--- src/hdl/pgc_pkg.sv ---
// Shared constants and carrier types for the pattern generator, checker and output control
`default_nettype none
package pgc_pkg;
   localparam logic [7:0] ADDR_RATE_FINE = 8'h04;
   localparam logic [7:0] ADDR_RATE_CORE = 8'h05;
   localparam logic [7:0] ADDR_CTRL_B = 8'h09;
   localparam logic [7:0] ADDR_OUT_BUF = 8'h1e;
   localparam logic [7:0] ADDR_GEN_CTRL = 8'h39;
   localparam logic [7:0] ADDR_RUN_LEN = 8'h3a;
   localparam logic [7:0] ADDR_PAT_B3 = 8'h3b;
   localparam logic [7:0] ADDR_PAT_B2 = 8'h3c;
   localparam logic [7:0] ADDR_PAT_B1 = 8'h3d;
   localparam logic [7:0] ADDR_PAT_B0 = 8'h3e;
   localparam logic [7:0] ADDR_CHK_CTRL = 8'h3f;
   localparam logic [7:0] ADDR_ERR_CNT = 8'h40;
   localparam logic [7:0] ADDR_ERR_STAT = 8'h41;
   localparam logic [7:0] ADDR_CAP_HI = 8'h42;
   localparam logic [7:0] ADDR_CAP_LO = 8'h43;

   localparam int BIT_ACQ_START = 6;
   localparam int BIT_CLK_OFF = 3;
   localparam int BIT_DAT_OFF = 4;
   localparam int BIT_ENABLE = 2;
   localparam int BIT_CHK_CLEAR = 3;
   localparam int BIT_RUN_EN = 4;
   localparam int BIT_RUN_VAL = 5;
   localparam int BIT_FULL_RATE = 6;

   localparam logic [1:0] MODE_PRBS7 = 2'h0;
   localparam logic [1:0] MODE_PRBS15 = 2'h1;
   localparam logic [1:0] MODE_PRBS31 = 2'h2;
   localparam logic [1:0] MODE_USER = 2'h3;

   localparam logic [7:0] REG_RESET = 8'h00;
   localparam logic [31:0] PAT_RESET = 32'h00000000;
   localparam logic [30:0] LFSR_SEED = 31'h7fffffff;
   localparam logic [7:0] ERR_MAX = 8'hff;
   localparam logic [4:0] CAP_LAST = 5'h0f;
   localparam int RUN_UNIT_SHIFT = 3;
   localparam int FIFO_WIDTH = 1;
   localparam int FIFO_DEPTH = 8;

   typedef struct packed {
      logic we;
      logic [7:0] addr;
      logic [7:0] wdata;
   } pgc_reg_req_type;

   typedef struct packed {
      logic [9:0] osc_code;
      logic full_rate;
      logic [3:0] divide_rate;
   } pgc_rate_type;

   typedef struct packed {
      logic data_out;
      logic data_oe;
      logic clk_out;
      logic clk_oe;
   } pgc_pins_type;
endpackage
`default_nettype wire

--- src/hdl/pgc_top.sv ---
// Pattern generator and checker, capture, acquisition trigger and output buffer control
`timescale 1ns/1ps
`default_nettype none

module pgc_fifo #(
   parameter int W = 1,
   parameter int D = 8
) (
   input wire logic clk,
   input wire logic rst,
   input wire logic ce,
   input wire logic in_valid,
   output logic in_ready,
   input wire logic [W-1:0] in_data,
   output logic out_valid,
   input wire logic out_ready,
   output logic [W-1:0] out_data
);
   localparam int AW = $clog2(D);
   typedef struct packed {
      logic [D-1:0][W-1:0] mem;
      logic [AW-1:0] wr_ptr;
      logic [AW-1:0] rd_ptr;
      logic [AW:0] count;
   } pgc_fifo_state_type;

   pgc_fifo_state_type st_ff, nxt_st;
   logic push, pop;

   assign in_ready = (st_ff.count != (AW+1)'(D));
   assign out_valid = (st_ff.count != '0);
   assign out_data = st_ff.mem[st_ff.rd_ptr];
   assign push = in_valid & in_ready;
   assign pop = out_valid & out_ready;

   always_comb begin
      nxt_st = st_ff;
      if (push) begin
         nxt_st.mem[st_ff.wr_ptr] = in_data;
         nxt_st.wr_ptr = (st_ff.wr_ptr == AW'(D-1)) ? '0 : st_ff.wr_ptr + 1'b1;
      end
      if (pop) begin
         nxt_st.rd_ptr = (st_ff.rd_ptr == AW'(D-1)) ? '0 : st_ff.rd_ptr + 1'b1;
      end
      if (push && !pop) begin
         nxt_st.count = st_ff.count + 1'b1;
      end else if (pop && !push) begin
         nxt_st.count = st_ff.count - 1'b1;
      end
   end

   always_ff @(posedge clk) begin
      if (rst) begin
         st_ff <= '0;
      end else if (ce) begin
         st_ff <= nxt_st;
      end
   end
endmodule

module pgc_top (
   input wire logic clk,
   input wire logic rst,
   input wire logic ce,
   input wire pgc_pkg::pgc_reg_req_type reg_req,
   output logic [7:0] reg_rdata,
   input wire logic rx_data_in,
   input wire pgc_pkg::pgc_rate_type rate_in,
   input wire logic out_ready,
   output logic acq_start_pulse,
   output pgc_pkg::pgc_pins_type pins
);
   import pgc_pkg::*;

   typedef enum logic [2:0] {
      CAP_IDLE = 3'b001,
      CAP_RUN = 3'b010,
      CAP_DONE = 3'b100
   } pgc_cap_state_type;

   typedef struct packed {
      logic [7:0] ctrl_b;
      logic [7:0] out_buf;
      logic [7:0] gen_ctrl;
      logic [7:0] run_len;
      logic [31:0] user_pattern;
      logic [7:0] chk_ctrl;
      logic rx_meta;
      logic rx_sync;
      pgc_rate_type rate_meta;
      pgc_rate_type rate_sync;
      logic [30:0] lfsr;
      logic [4:0] pat_idx;
      logic [10:0] seg_cnt;
      logic in_run;
      logic [30:0] chk_hist;
      logic pattern_error_flag;
      logic [7:0] pattern_error_tally;
      pgc_cap_state_type cap_state;
      logic [4:0] cap_cnt;
      logic [15:0] captured_sample;
      logic [7:0] rdata;
      logic acq_pulse;
      pgc_pins_type pins;
   } pgc_state_type;

   pgc_state_type st_ff, nxt_st;
   logic fifo_in_ready, fifo_out_valid, fifo_pop;
   logic src_bit, fifo_out_bit;

   // Feedback bit of the selected polynomial over a left-shifting history
   function automatic logic prbs_feedback(input logic [1:0] mode, input logic [30:0] s);
      case (mode)
         MODE_PRBS7: prbs_feedback = s[6] ^ s[5];
         MODE_PRBS15: prbs_feedback = s[14] ^ s[13];
         MODE_PRBS31: prbs_feedback = s[30] ^ s[27];
         default: prbs_feedback = 1'b0;
      endcase
   endfunction

   // Taps of the selected polynomial see only zeros, so a mode change could lock the output low
   function automatic logic prbs_stuck(input logic [1:0] mode, input logic [30:0] s);
      case (mode)
         MODE_PRBS7: prbs_stuck = (s[6:0] == 7'h00);
         MODE_PRBS15: prbs_stuck = (s[14:0] == 15'h0000);
         MODE_PRBS31: prbs_stuck = (s == 31'h00000000);
         default: prbs_stuck = 1'b0;
      endcase
   endfunction

   // Falling edge of a control bit caused by a register write
   function automatic logic write_falls(input logic [7:0] old_val, input logic [7:0] new_val,
                                        input int pos);
      write_falls = old_val[pos] & ~new_val[pos];
   endfunction

   function automatic logic [7:0] read_map(input pgc_state_type s, input logic [7:0] addr);
      case (addr)
         ADDR_RATE_FINE: read_map = s.rate_sync.osc_code[7:0];
         ADDR_RATE_CORE: read_map = {1'b0, s.rate_sync.full_rate,
                                     s.rate_sync.divide_rate, s.rate_sync.osc_code[9:8]};
         ADDR_CTRL_B: read_map = s.ctrl_b;
         ADDR_OUT_BUF: read_map = s.out_buf;
         ADDR_GEN_CTRL: read_map = s.gen_ctrl;
         ADDR_RUN_LEN: read_map = s.run_len;
         ADDR_PAT_B3: read_map = s.user_pattern[31:24];
         ADDR_PAT_B2: read_map = s.user_pattern[23:16];
         ADDR_PAT_B1: read_map = s.user_pattern[15:8];
         ADDR_PAT_B0: read_map = s.user_pattern[7:0];
         ADDR_CHK_CTRL: read_map = s.chk_ctrl;
         ADDR_ERR_CNT: read_map = s.pattern_error_tally;
         ADDR_ERR_STAT: read_map = {7'h00, s.pattern_error_flag};
         ADDR_CAP_HI: read_map = s.captured_sample[15:8];
         ADDR_CAP_LO: read_map = s.captured_sample[7:0];
         default: read_map = 8'h00;
      endcase
   endfunction

   pgc_fifo #(
      .W(FIFO_WIDTH),
      .D(FIFO_DEPTH)
   ) u_fifo (
      .clk(clk),
      .rst(rst),
      .ce(ce),
      .in_valid(1'b1),
      .in_ready(fifo_in_ready),
      .in_data(src_bit),
      .out_valid(fifo_out_valid),
      .out_ready(out_ready),
      .out_data(fifo_out_bit)
   );

   assign fifo_pop = fifo_out_valid & out_ready;
   assign reg_rdata = st_ff.rdata;
   assign acq_start_pulse = st_ff.acq_pulse;
   assign pins = st_ff.pins;

   always_comb begin
      logic gen_en, run_en, run_active, chk_en, chk_err, clr_fall;
      logic [1:0] gen_mode, chk_mode;
      logic [10:0] run_bits;
      logic fb;
      gen_en = st_ff.gen_ctrl[BIT_ENABLE];
      gen_mode = st_ff.gen_ctrl[1:0];
      run_en = st_ff.gen_ctrl[BIT_RUN_EN];
      run_bits = 11'(st_ff.run_len) << RUN_UNIT_SHIFT;
      run_active = run_en && (st_ff.run_len != 8'h00);
      chk_en = st_ff.chk_ctrl[BIT_ENABLE];
      chk_mode = st_ff.chk_ctrl[1:0];
      fb = prbs_feedback(gen_mode, st_ff.lfsr);
      clr_fall = 1'b0;
      nxt_st = st_ff;
      nxt_st.acq_pulse = 1'b0;

      nxt_st.rx_meta = rx_data_in;
      nxt_st.rx_sync = st_ff.rx_meta;
      nxt_st.rate_meta = rate_in;
      nxt_st.rate_sync = st_ff.rate_meta;

      // Register writes; read-only offsets ignore writes
      if (reg_req.we) begin
         case (reg_req.addr)
            ADDR_CTRL_B: begin
               nxt_st.ctrl_b = reg_req.wdata;
               nxt_st.acq_pulse = write_falls(st_ff.ctrl_b, reg_req.wdata, BIT_ACQ_START);
            end
            ADDR_OUT_BUF: nxt_st.out_buf = reg_req.wdata;
            ADDR_GEN_CTRL: nxt_st.gen_ctrl = reg_req.wdata;
            ADDR_RUN_LEN: nxt_st.run_len = reg_req.wdata;
            ADDR_PAT_B3: nxt_st.user_pattern[31:24] = reg_req.wdata;
            ADDR_PAT_B2: nxt_st.user_pattern[23:16] = reg_req.wdata;
            ADDR_PAT_B1: nxt_st.user_pattern[15:8] = reg_req.wdata;
            ADDR_PAT_B0: nxt_st.user_pattern[7:0] = reg_req.wdata;
            ADDR_CHK_CTRL: begin
               nxt_st.chk_ctrl = reg_req.wdata;
               clr_fall = write_falls(st_ff.chk_ctrl, reg_req.wdata, BIT_CHK_CLEAR);
            end
            default: ;
         endcase
      end
      nxt_st.rdata = read_map(st_ff, reg_req.addr);

      // Bit source: generator when enabled, else the received stream; stalls on a full FIFO
      src_bit = st_ff.rx_sync;
      if (gen_en) begin
         if (run_active && st_ff.in_run) begin
            src_bit = st_ff.gen_ctrl[BIT_RUN_VAL];
         end else if (gen_mode == MODE_USER) begin
            src_bit = st_ff.user_pattern[5'd31 - st_ff.pat_idx];
         end else begin
            src_bit = fb;
         end
      end
      if (gen_en && fifo_in_ready) begin
         if (!(run_active && st_ff.in_run)) begin
            if (gen_mode == MODE_USER) begin
               nxt_st.pat_idx = st_ff.pat_idx + 5'd1;
            end else begin
               nxt_st.lfsr = {st_ff.lfsr[29:0], fb};
               if (prbs_stuck(gen_mode, st_ff.lfsr)) begin
                  nxt_st.lfsr = LFSR_SEED;
               end
            end
         end
         if (run_active) begin
            if (st_ff.seg_cnt >= run_bits - 11'd1) begin
               nxt_st.seg_cnt = 11'd0;
               nxt_st.in_run = ~st_ff.in_run;
            end else begin
               nxt_st.seg_cnt = st_ff.seg_cnt + 11'd1;
            end
         end else begin
            nxt_st.seg_cnt = 11'd0;
            nxt_st.in_run = 1'b0;
         end
      end

      // Checker predicts each received bit from the last ones received
      nxt_st.chk_hist = {st_ff.chk_hist[29:0], st_ff.rx_sync};
      chk_err = chk_en && (chk_mode != MODE_USER) &&
                (st_ff.rx_sync != prbs_feedback(chk_mode, st_ff.chk_hist));
      if (clr_fall) begin
         nxt_st.pattern_error_flag = 1'b0;
         nxt_st.pattern_error_tally = 8'h00;
      end
      // Disabled checker counts no errors, but a falling clear bit still resets flag and tally; an error beats a clear
      if (chk_err) begin
         nxt_st.pattern_error_flag = 1'b1;
         if (clr_fall) begin
            nxt_st.pattern_error_tally = 8'h01;
         end else if (st_ff.pattern_error_tally != ERR_MAX) begin
            nxt_st.pattern_error_tally = st_ff.pattern_error_tally + 8'h01;
         end
      end

      // One-shot capture, rearmed once mode 3 or enable is left
      case (st_ff.cap_state)
         CAP_IDLE: begin
            if (chk_en && chk_mode == MODE_USER) begin
               nxt_st.cap_state = CAP_RUN;
               nxt_st.cap_cnt = 5'd0;
            end
         end
         CAP_RUN: begin
            nxt_st.captured_sample = {st_ff.captured_sample[14:0], st_ff.rx_sync};
            nxt_st.cap_cnt = st_ff.cap_cnt + 5'd1;
            if (st_ff.cap_cnt == CAP_LAST) begin
               nxt_st.cap_state = CAP_DONE;
            end
         end
         CAP_DONE: begin
            if (!(chk_en && chk_mode == MODE_USER)) begin
               nxt_st.cap_state = CAP_IDLE;
            end
         end
         default: nxt_st.cap_state = CAP_IDLE;
      endcase

      // Output stage: one bit per pop, clock toggles per bit
      if (fifo_pop) begin
         nxt_st.pins.data_out = fifo_out_bit;
         nxt_st.pins.clk_out = ~st_ff.pins.clk_out;
      end
      nxt_st.pins.data_oe = ~st_ff.out_buf[BIT_DAT_OFF];
      nxt_st.pins.clk_oe = ~st_ff.out_buf[BIT_DAT_OFF] & ~st_ff.out_buf[BIT_CLK_OFF];
   end

   always_ff @(posedge clk) begin
      if (rst) begin
         st_ff <= '0;
         st_ff.ctrl_b <= REG_RESET;
         st_ff.out_buf <= REG_RESET;
         st_ff.gen_ctrl <= REG_RESET;
         st_ff.run_len <= REG_RESET;
         st_ff.user_pattern <= PAT_RESET;
         st_ff.chk_ctrl <= REG_RESET;
         st_ff.lfsr <= LFSR_SEED;
         st_ff.cap_state <= CAP_IDLE;
      end else if (ce) begin
         st_ff <= nxt_st;
      end
   end
endmodule

`default_nettype wire

--- config.mk ---
export PLATFORM = sky130hd
export DESIGN_NAME = pgc_top
export DESIGN_NICKNAME = d
export VERILOG_FILES = /design/src/hdl/pgc_pkg.sv /design/src/hdl/pgc_top.sv
export SDC_FILE = /design/constraint.sdc
export NUM_CORES = 1
export LEC_CHECK = 0
export ABC_AREA = 1
export BUFFER_PORTS_ARGS = -buffer_cell sky130_fd_sc_hd__buf_2
export CAP_MARGIN = 15
export CELL_PAD_IN_SITES_DETAIL_PLACEMENT = 1
export CELL_PAD_IN_SITES_GLOBAL_PLACEMENT = 2
export CORE_MARGIN = 4
export CORE_UTILIZATION = 29
export CTS_CLUSTER_SIZE = 14
export DETAILED_ROUTE_END_ITERATION = 10
export GPL_TIMING_DRIVEN = 0
export PLACE_DENSITY_LB_ADDON = 0.1
export SYNTH_ARGS = -nofsm -noshare
export SYNTH_HDL_FRONTEND = slang
export SYNTH_SLANG_ARGS = --single-unit
--- constraint.sdc ---
create_clock -name clk -period 2.2 [get_ports clk]
set_clock_uncertainty 0.05 [all_clocks]
set_input_delay 0.22 -clock clk [delete_from_list [all_inputs] [get_ports clk]]
set_output_delay 0.22 -clock clk [all_outputs]
set_load 0.01 [all_outputs]
After elaboration in Yosys (flattened, before gate mapping)
Cells that the tools add are included.

Output and inout port bits: 13. Register bits: 247.

Add/sub/neg operators: 10. Equal/unequal tests: 35. Reductions and logical operators: 41. $lt $le $gt $ge: 5. Bitwise logic cells: 18. Mux-type cells: 38.

Operator list (count): 8-bit case mux with 15 select lines (1); 8-bit by 6-bit equality test with 1-bit output, second input constant (7); 3-bit AND reduction (11); 8-bit by 7-bit equality test with 1-bit output, second input constant (4); 31-bit logical NOT (1); 31-bit two-way mux (1); 8-bit two-way mux (3); 9-bit two-way mux (2); 8-bit by 3-bit equality test with 1-bit output, second input constant (2); 15-bit logical NOT (1); 1-bit two-way mux (14); 12-bit two-way mux (1); 3-bit two-way mux (4); 2-bit AND reduction (6); 4-bit AND reduction (3); 11-bit by 1-bit adder with 11-bit output, second input constant (1); 11-bit >= comparator (1); 11-bit two-way mux (1); 11-bit by 1-bit subtractor with 11-bit output, second input constant (1); 5-bit by 1-bit adder with 5-bit output, second input constant (2); 5-bit case mux with 2 select lines (1); 3-bit equality test, second input constant (3); 1-bit logical AND (9); 1-bit case mux with 3 select lines (3); 35 further kinds (64).

Longest topological paths before layout
Depth in word-level cells: 8. Mapped depth: 14.

By module
From an unflattened synthesis, not the netlist that was laid out.

Cells, all modules: 1686. Area total of the unflattened synthesis: 11888.9 um2.

By module, submodules not included: pgc_top (seq. area each 4584.4 um2, cells each 1524, area an instance 10761.6 um2, times used 1); pgc_fifo (seq. area each 360.3 um2, cells each 162, area an instance 1127.3 um2, times used 1).

Least setup slack after synthesis
OpenSTA, ideal clock, no wires.

Path kind: register to register. From: register st_ff[197] in the netlist's numbering. To: register st_ff[87] in the netlist's numbering. Arrival: 2107 ps. Clock period less this slack: 2285 ps. Cell stages (with the launch flop): 14. Slack: -85 ps. Cells stage by stage: dfxtp_1 inv_1 ha_1 nand3_1 nor2_1 xor2_1 inv_1 ha_1 nand3_1 or2_2 nand4_1 nor2_1 o21ai_2 nor2_1.

Longest elaborated chain between the ends: 4. Elaborated cells between the ends (all ways): 6.

RTL lines: start, declared (line pgc_top.sv:107) `pgc_state_type st_ff, nxt_st;`; start signal, assigned (line pgc_top.sv:321) `st_ff <= nxt_st;`; 11-bit by 1-bit subtractor with 11-bit output (line pgc_top.sv:247) `if (st_ff.seg_cnt >= run_bits - 11'd1) begin`; 11-bit >= comparator (line pgc_top.sv:247); 11-bit two-way mux (line pgc_top.sv:247); 12-bit two-way mux (*) (line pgc_top.sv:246) `if (run_active) begin`.

Every way passes the cells marked *; elsewhere a longest branch is shown, timed or not. A chain may end at the register's enable or synchronous reset.

Worst setup path in the final report
From: register st_ff[198] in the netlist's numbering. To: register st_ff[80] in the netlist's numbering.

Same word-level chain as after synthesis.

==> results.rst <==
.. list-table::
   :header-rows: 1

   * - Metric
     - Value
   * - Root buffer selected by CTS
     - clkbuf_16
   * - Max incr delay on CP
     - around 0.35 ns
   * - Insertion delay to the later sink of the worst-skew pair
     - 0.59 ns
   * - Average cell area after synthesis
     - 7.03 um2
   * - Critical-path cell with the highest stage delay
     - dfxtp_2
   * - Classification of the worst setup path
     - register to register
   * - Post-Syn Nets
     - 1720
   * - Share of layout cells above drive strength 1
     - between 10% and 20%
   * - Net count reported at finish
     - 1825
   * - Die X
     - 209 um
   * - Part of the Yosys area used for sequential elements
     - 42.4%
   * - Layout overhead on the synthesized area
     - 21.6%
   * - Remaining Overflow, GRT
     - 0
   * - Worst slew pin tran
     - around 1.1 ns
   * - Antenna cells
     - 0
   * - Setup tns final
     - -2.49 ns
   * - Max IR drop VDD
     - 483 uV
   * - Die Height
     - 209 um
   * - Failing checks
     - setup timing
   * - Dominant synthesized flop cell
     - dfxtp_1
   * - Count of boundary I/O pins
     - 50
   * - Number of remaining DRC errors
     - 0
   * - Setup crit start kind
     - register
   * - Initial antenna violation count
     - 1
   * - Result of the run
     - complete, but fails checks
   * - Netlist area before placement
     - 0.0117 mm2
   * - Placed wire-length estimate
     - 31.2 mm
   * - Worst min-delay path category
     - input pin to register
   * - Number of slew-limit violations in the final report
     - 0
   * - Detailed-route vias per instance
     - 4.87
   * - Effective utilization at floorplan
     - 29.4%
   * - Hold Fails Final Rpt
     - 0
   * - Yosys top cell area share
     - between 40% and 50%
   * - Clock transition at the registers of the reported paths
     - 0.06 ns
   * - Worst Hold Margin
     - 0.0299 ns
   * - Cell row count
     - between 70 and 80
   * - First-pass GRT wire length
     - 67.1 mm
   * - Max-cap violations
     - 0
   * - Post-synth cell types
     - 47
   * - Ordered cell list for the critical path
     - inv_4, buf_4, buf_4, ha_4, ha_4, nand2_2, nor2_1, nand4_1, or2_4, nand4_1, nor2_2, o21ai_4, clkbuf_16, nor2_2
   * - Number of warnings reported in the yosys synthesis log
     - 0
   * - Number of setup violations in the final report
     - 12
   * - Count of nets left with antenna violations after detail routing
     - 0
   * - Largest fanout of any net on the critical path
     - 5
   * - P_leak
     - 0.00584 uW
   * - RSZ-0062 raised after global routing
     - yes
   * - CTS tree
     - built
   * - Flip-flop and latch count after synthesis
     - 247
   * - Core Util, Final
     - 35.7%
   * - Max Freq
     - 410 MHz
   * - Endpoint required time on the critical path
     - 2.61 ns
   * - Share of the clock period used by the worst path after layout
     - 111%
   * - Num Clock Sinks
     - ~250
   * - Top cell type by total area after synthesis
     - dfxtp_1
   * - Number of search-and-repair iterations in the first detailed-routing pass
     - 4
   * - Number of global-route vias before repair
     - between 10k and 15k
   * - Post-synthesis cell count
     - 1660
   * - Final setup margin
     - -0.242 ns
   * - EDFF count, synth
     - 0
   * - Pwr per Cell Area
     - between 800 and 900 mW/mm2
   * - Routed vias
     - 11.3k
   * - Maximum count of clock buffers along a single path
     - 3
   * - Count of input and output buffers
     - between 40 and 50
   * - Endpoint kind of the worst setup timing path
     - register
   * - Initial DRC count
     - between 500 and 600
   * - Clock H-tree levels
     - 1
   * - Routed wire per std cell
     - roughly 18 um
   * - Final Cell Area
     - around 0.014 mm2
   * - Weighted congestion at the end of routability-driven global placement
     - 0.803
   * - Number of buffers inserted during clock tree synthesis
     - 31
   * - Tmin final
     - 2.44 ns
   * - Worst slack after detailed placement
     - -0.446 ns
   * - Worst rel slew slack
     - around 25%
   * - Fraction of registers with async set or reset after synthesis
     - 0%
   * - Overall die area
     - 0.0435 mm2
   * - Maximum number of pins on one net before global-route repair
     - 16
   * - Synth area leaders
     - dfxtp_1 (42%), nand2_1 (10%), nor2_1 (8.2%)
   * - Standard cell area after detailed placement
     - 0.0126 mm2
   * - CP Data Arrival Time
     - roughly 2.9 ns
   * - Total wire length after detailed routing
     - between 40 and 50 mm
   * - Area of the core
     - 0.0397 mm2
   * - Gr usage total
     - 19.2%
## registers in the layout (all words and copies together), names as in the netlist
name             count
acq_start_pulse      1
nxt_st              47
u_fifo.st_ff        18
pins                 4
st_ff              169
reg_rdata            8
## logic make-up (layout without fill, tap and decap cells)
kind of cell | Yosys count | in the layout | synth area share (%)
compound gates | 351 | 351 | 16.3
xor+xnor | 19 | 19 | 1.43
fa+ha+maj | 23 | 23 | 2.53
buf+inv | 253 | 382 | 9.21
flops | 247 | 247 | 42.4
mux | 1 | 1 | 0.0858
simple gates | 766 | 766 | 28.1
## synth_stat cells, types with 7 or more instances
cell,number
nand3_1,114
o21ai_0,167
nand2_1,310
o211ai_1,34
nor2_1,255
clkbuf_1,46
nor3_1,19
buf_4,15
dfxtp_1,247
xor2_1,14
buf_2,25
inv_1,152
ha_1,22
inv_2,8
a21oi_1,129
nor2_2,7
nand4_1,36
nand2_2,7
## timing repair
item / 4_1_cts / 5_1_grt
hold buffers: 17 / 0
endpoints found under the setup margin: 13 / 21
endpoints found under the hold margin: 18 / 0
buffers inserted: 10 / 2
gates resized for setup: 22 / 43
cloned: 1 / 0
pin swaps: 5 / 6
## power breakdown
group | internal, uW | total [uW] | switching [uW]
Sequential | 4680 | 4840 | 163
Combinational | 465 | 1310 | 848
Clock | 3370 | 5440 | 2070
## cells in the final DEF (no fill, tap or decap), types with 12 or more instances in the layout
master           n
nand2_1        307
nor2_1         242
dfxtp_1        239
o21ai_0        164
inv_1          147
a21oi_1        127
nand3_1        111
buf_2           65
clkbuf_1        50
nand4_1         36
o211ai_1        34
clkbuf_16       32
buf_4           26
nor3_1          18
ha_1            17
dlygate4sd3_1   17
xor2_1          13
nor2_2          13
nor2_4          12
## worst paths after layout
check              from    endpoint  slack [ns]  cells after the start
max          st_ff[198]   st_ff[80]       -0.24                     14
min          reg_req[7]  st_ff[164]        0.03                      3
max reg2reg  st_ff[198]   st_ff[80]       -0.24                     14
min reg2reg  st_ff[228]  st_ff[228]        0.41                      2
## stage by stage
step | instances | total power (uW)
2_1_floorplan | 1660 | 5680
3_3_place_gp | 2227 | 6060
3_5_place_dp | 2227 | 6090
4_1_cts | 2312 | 11700
5_1_grt | 2314 | 12200
6_report | 2314 | 11600
## layout make-up
cell class	instances	area [um2]
inverter	160	611
clock inverter	12	164
sequential	247	4960
clock buffer	45	928
timing repair buffer	72	508
multi-input combinational	1160	5880
fill	4989	25500
tap	525	657
buffer	93	479
## worst max-delay path, delay by kind of cell, from the launching register on
kind,cells,cell delay (ns)
compound gates,1,0.21
fa+ha+maj,2,0.49
buf+inv,4,0.51
flops,1,0.35
simple gates,7,0.72
## routing by layer
metal | GRT usage, % | wire length, um | share of wire [%]
met1 | 26.0 | 20100 | 47
met2 | 33.2 | 20500 | 48
met3 | 2.55 | 1240 | 2.9
met4 | 3.80 | 866 | 2.0
met5 | 0 | 13 | 0.030
No activity file was read; power rests on OpenSTA's default activity.
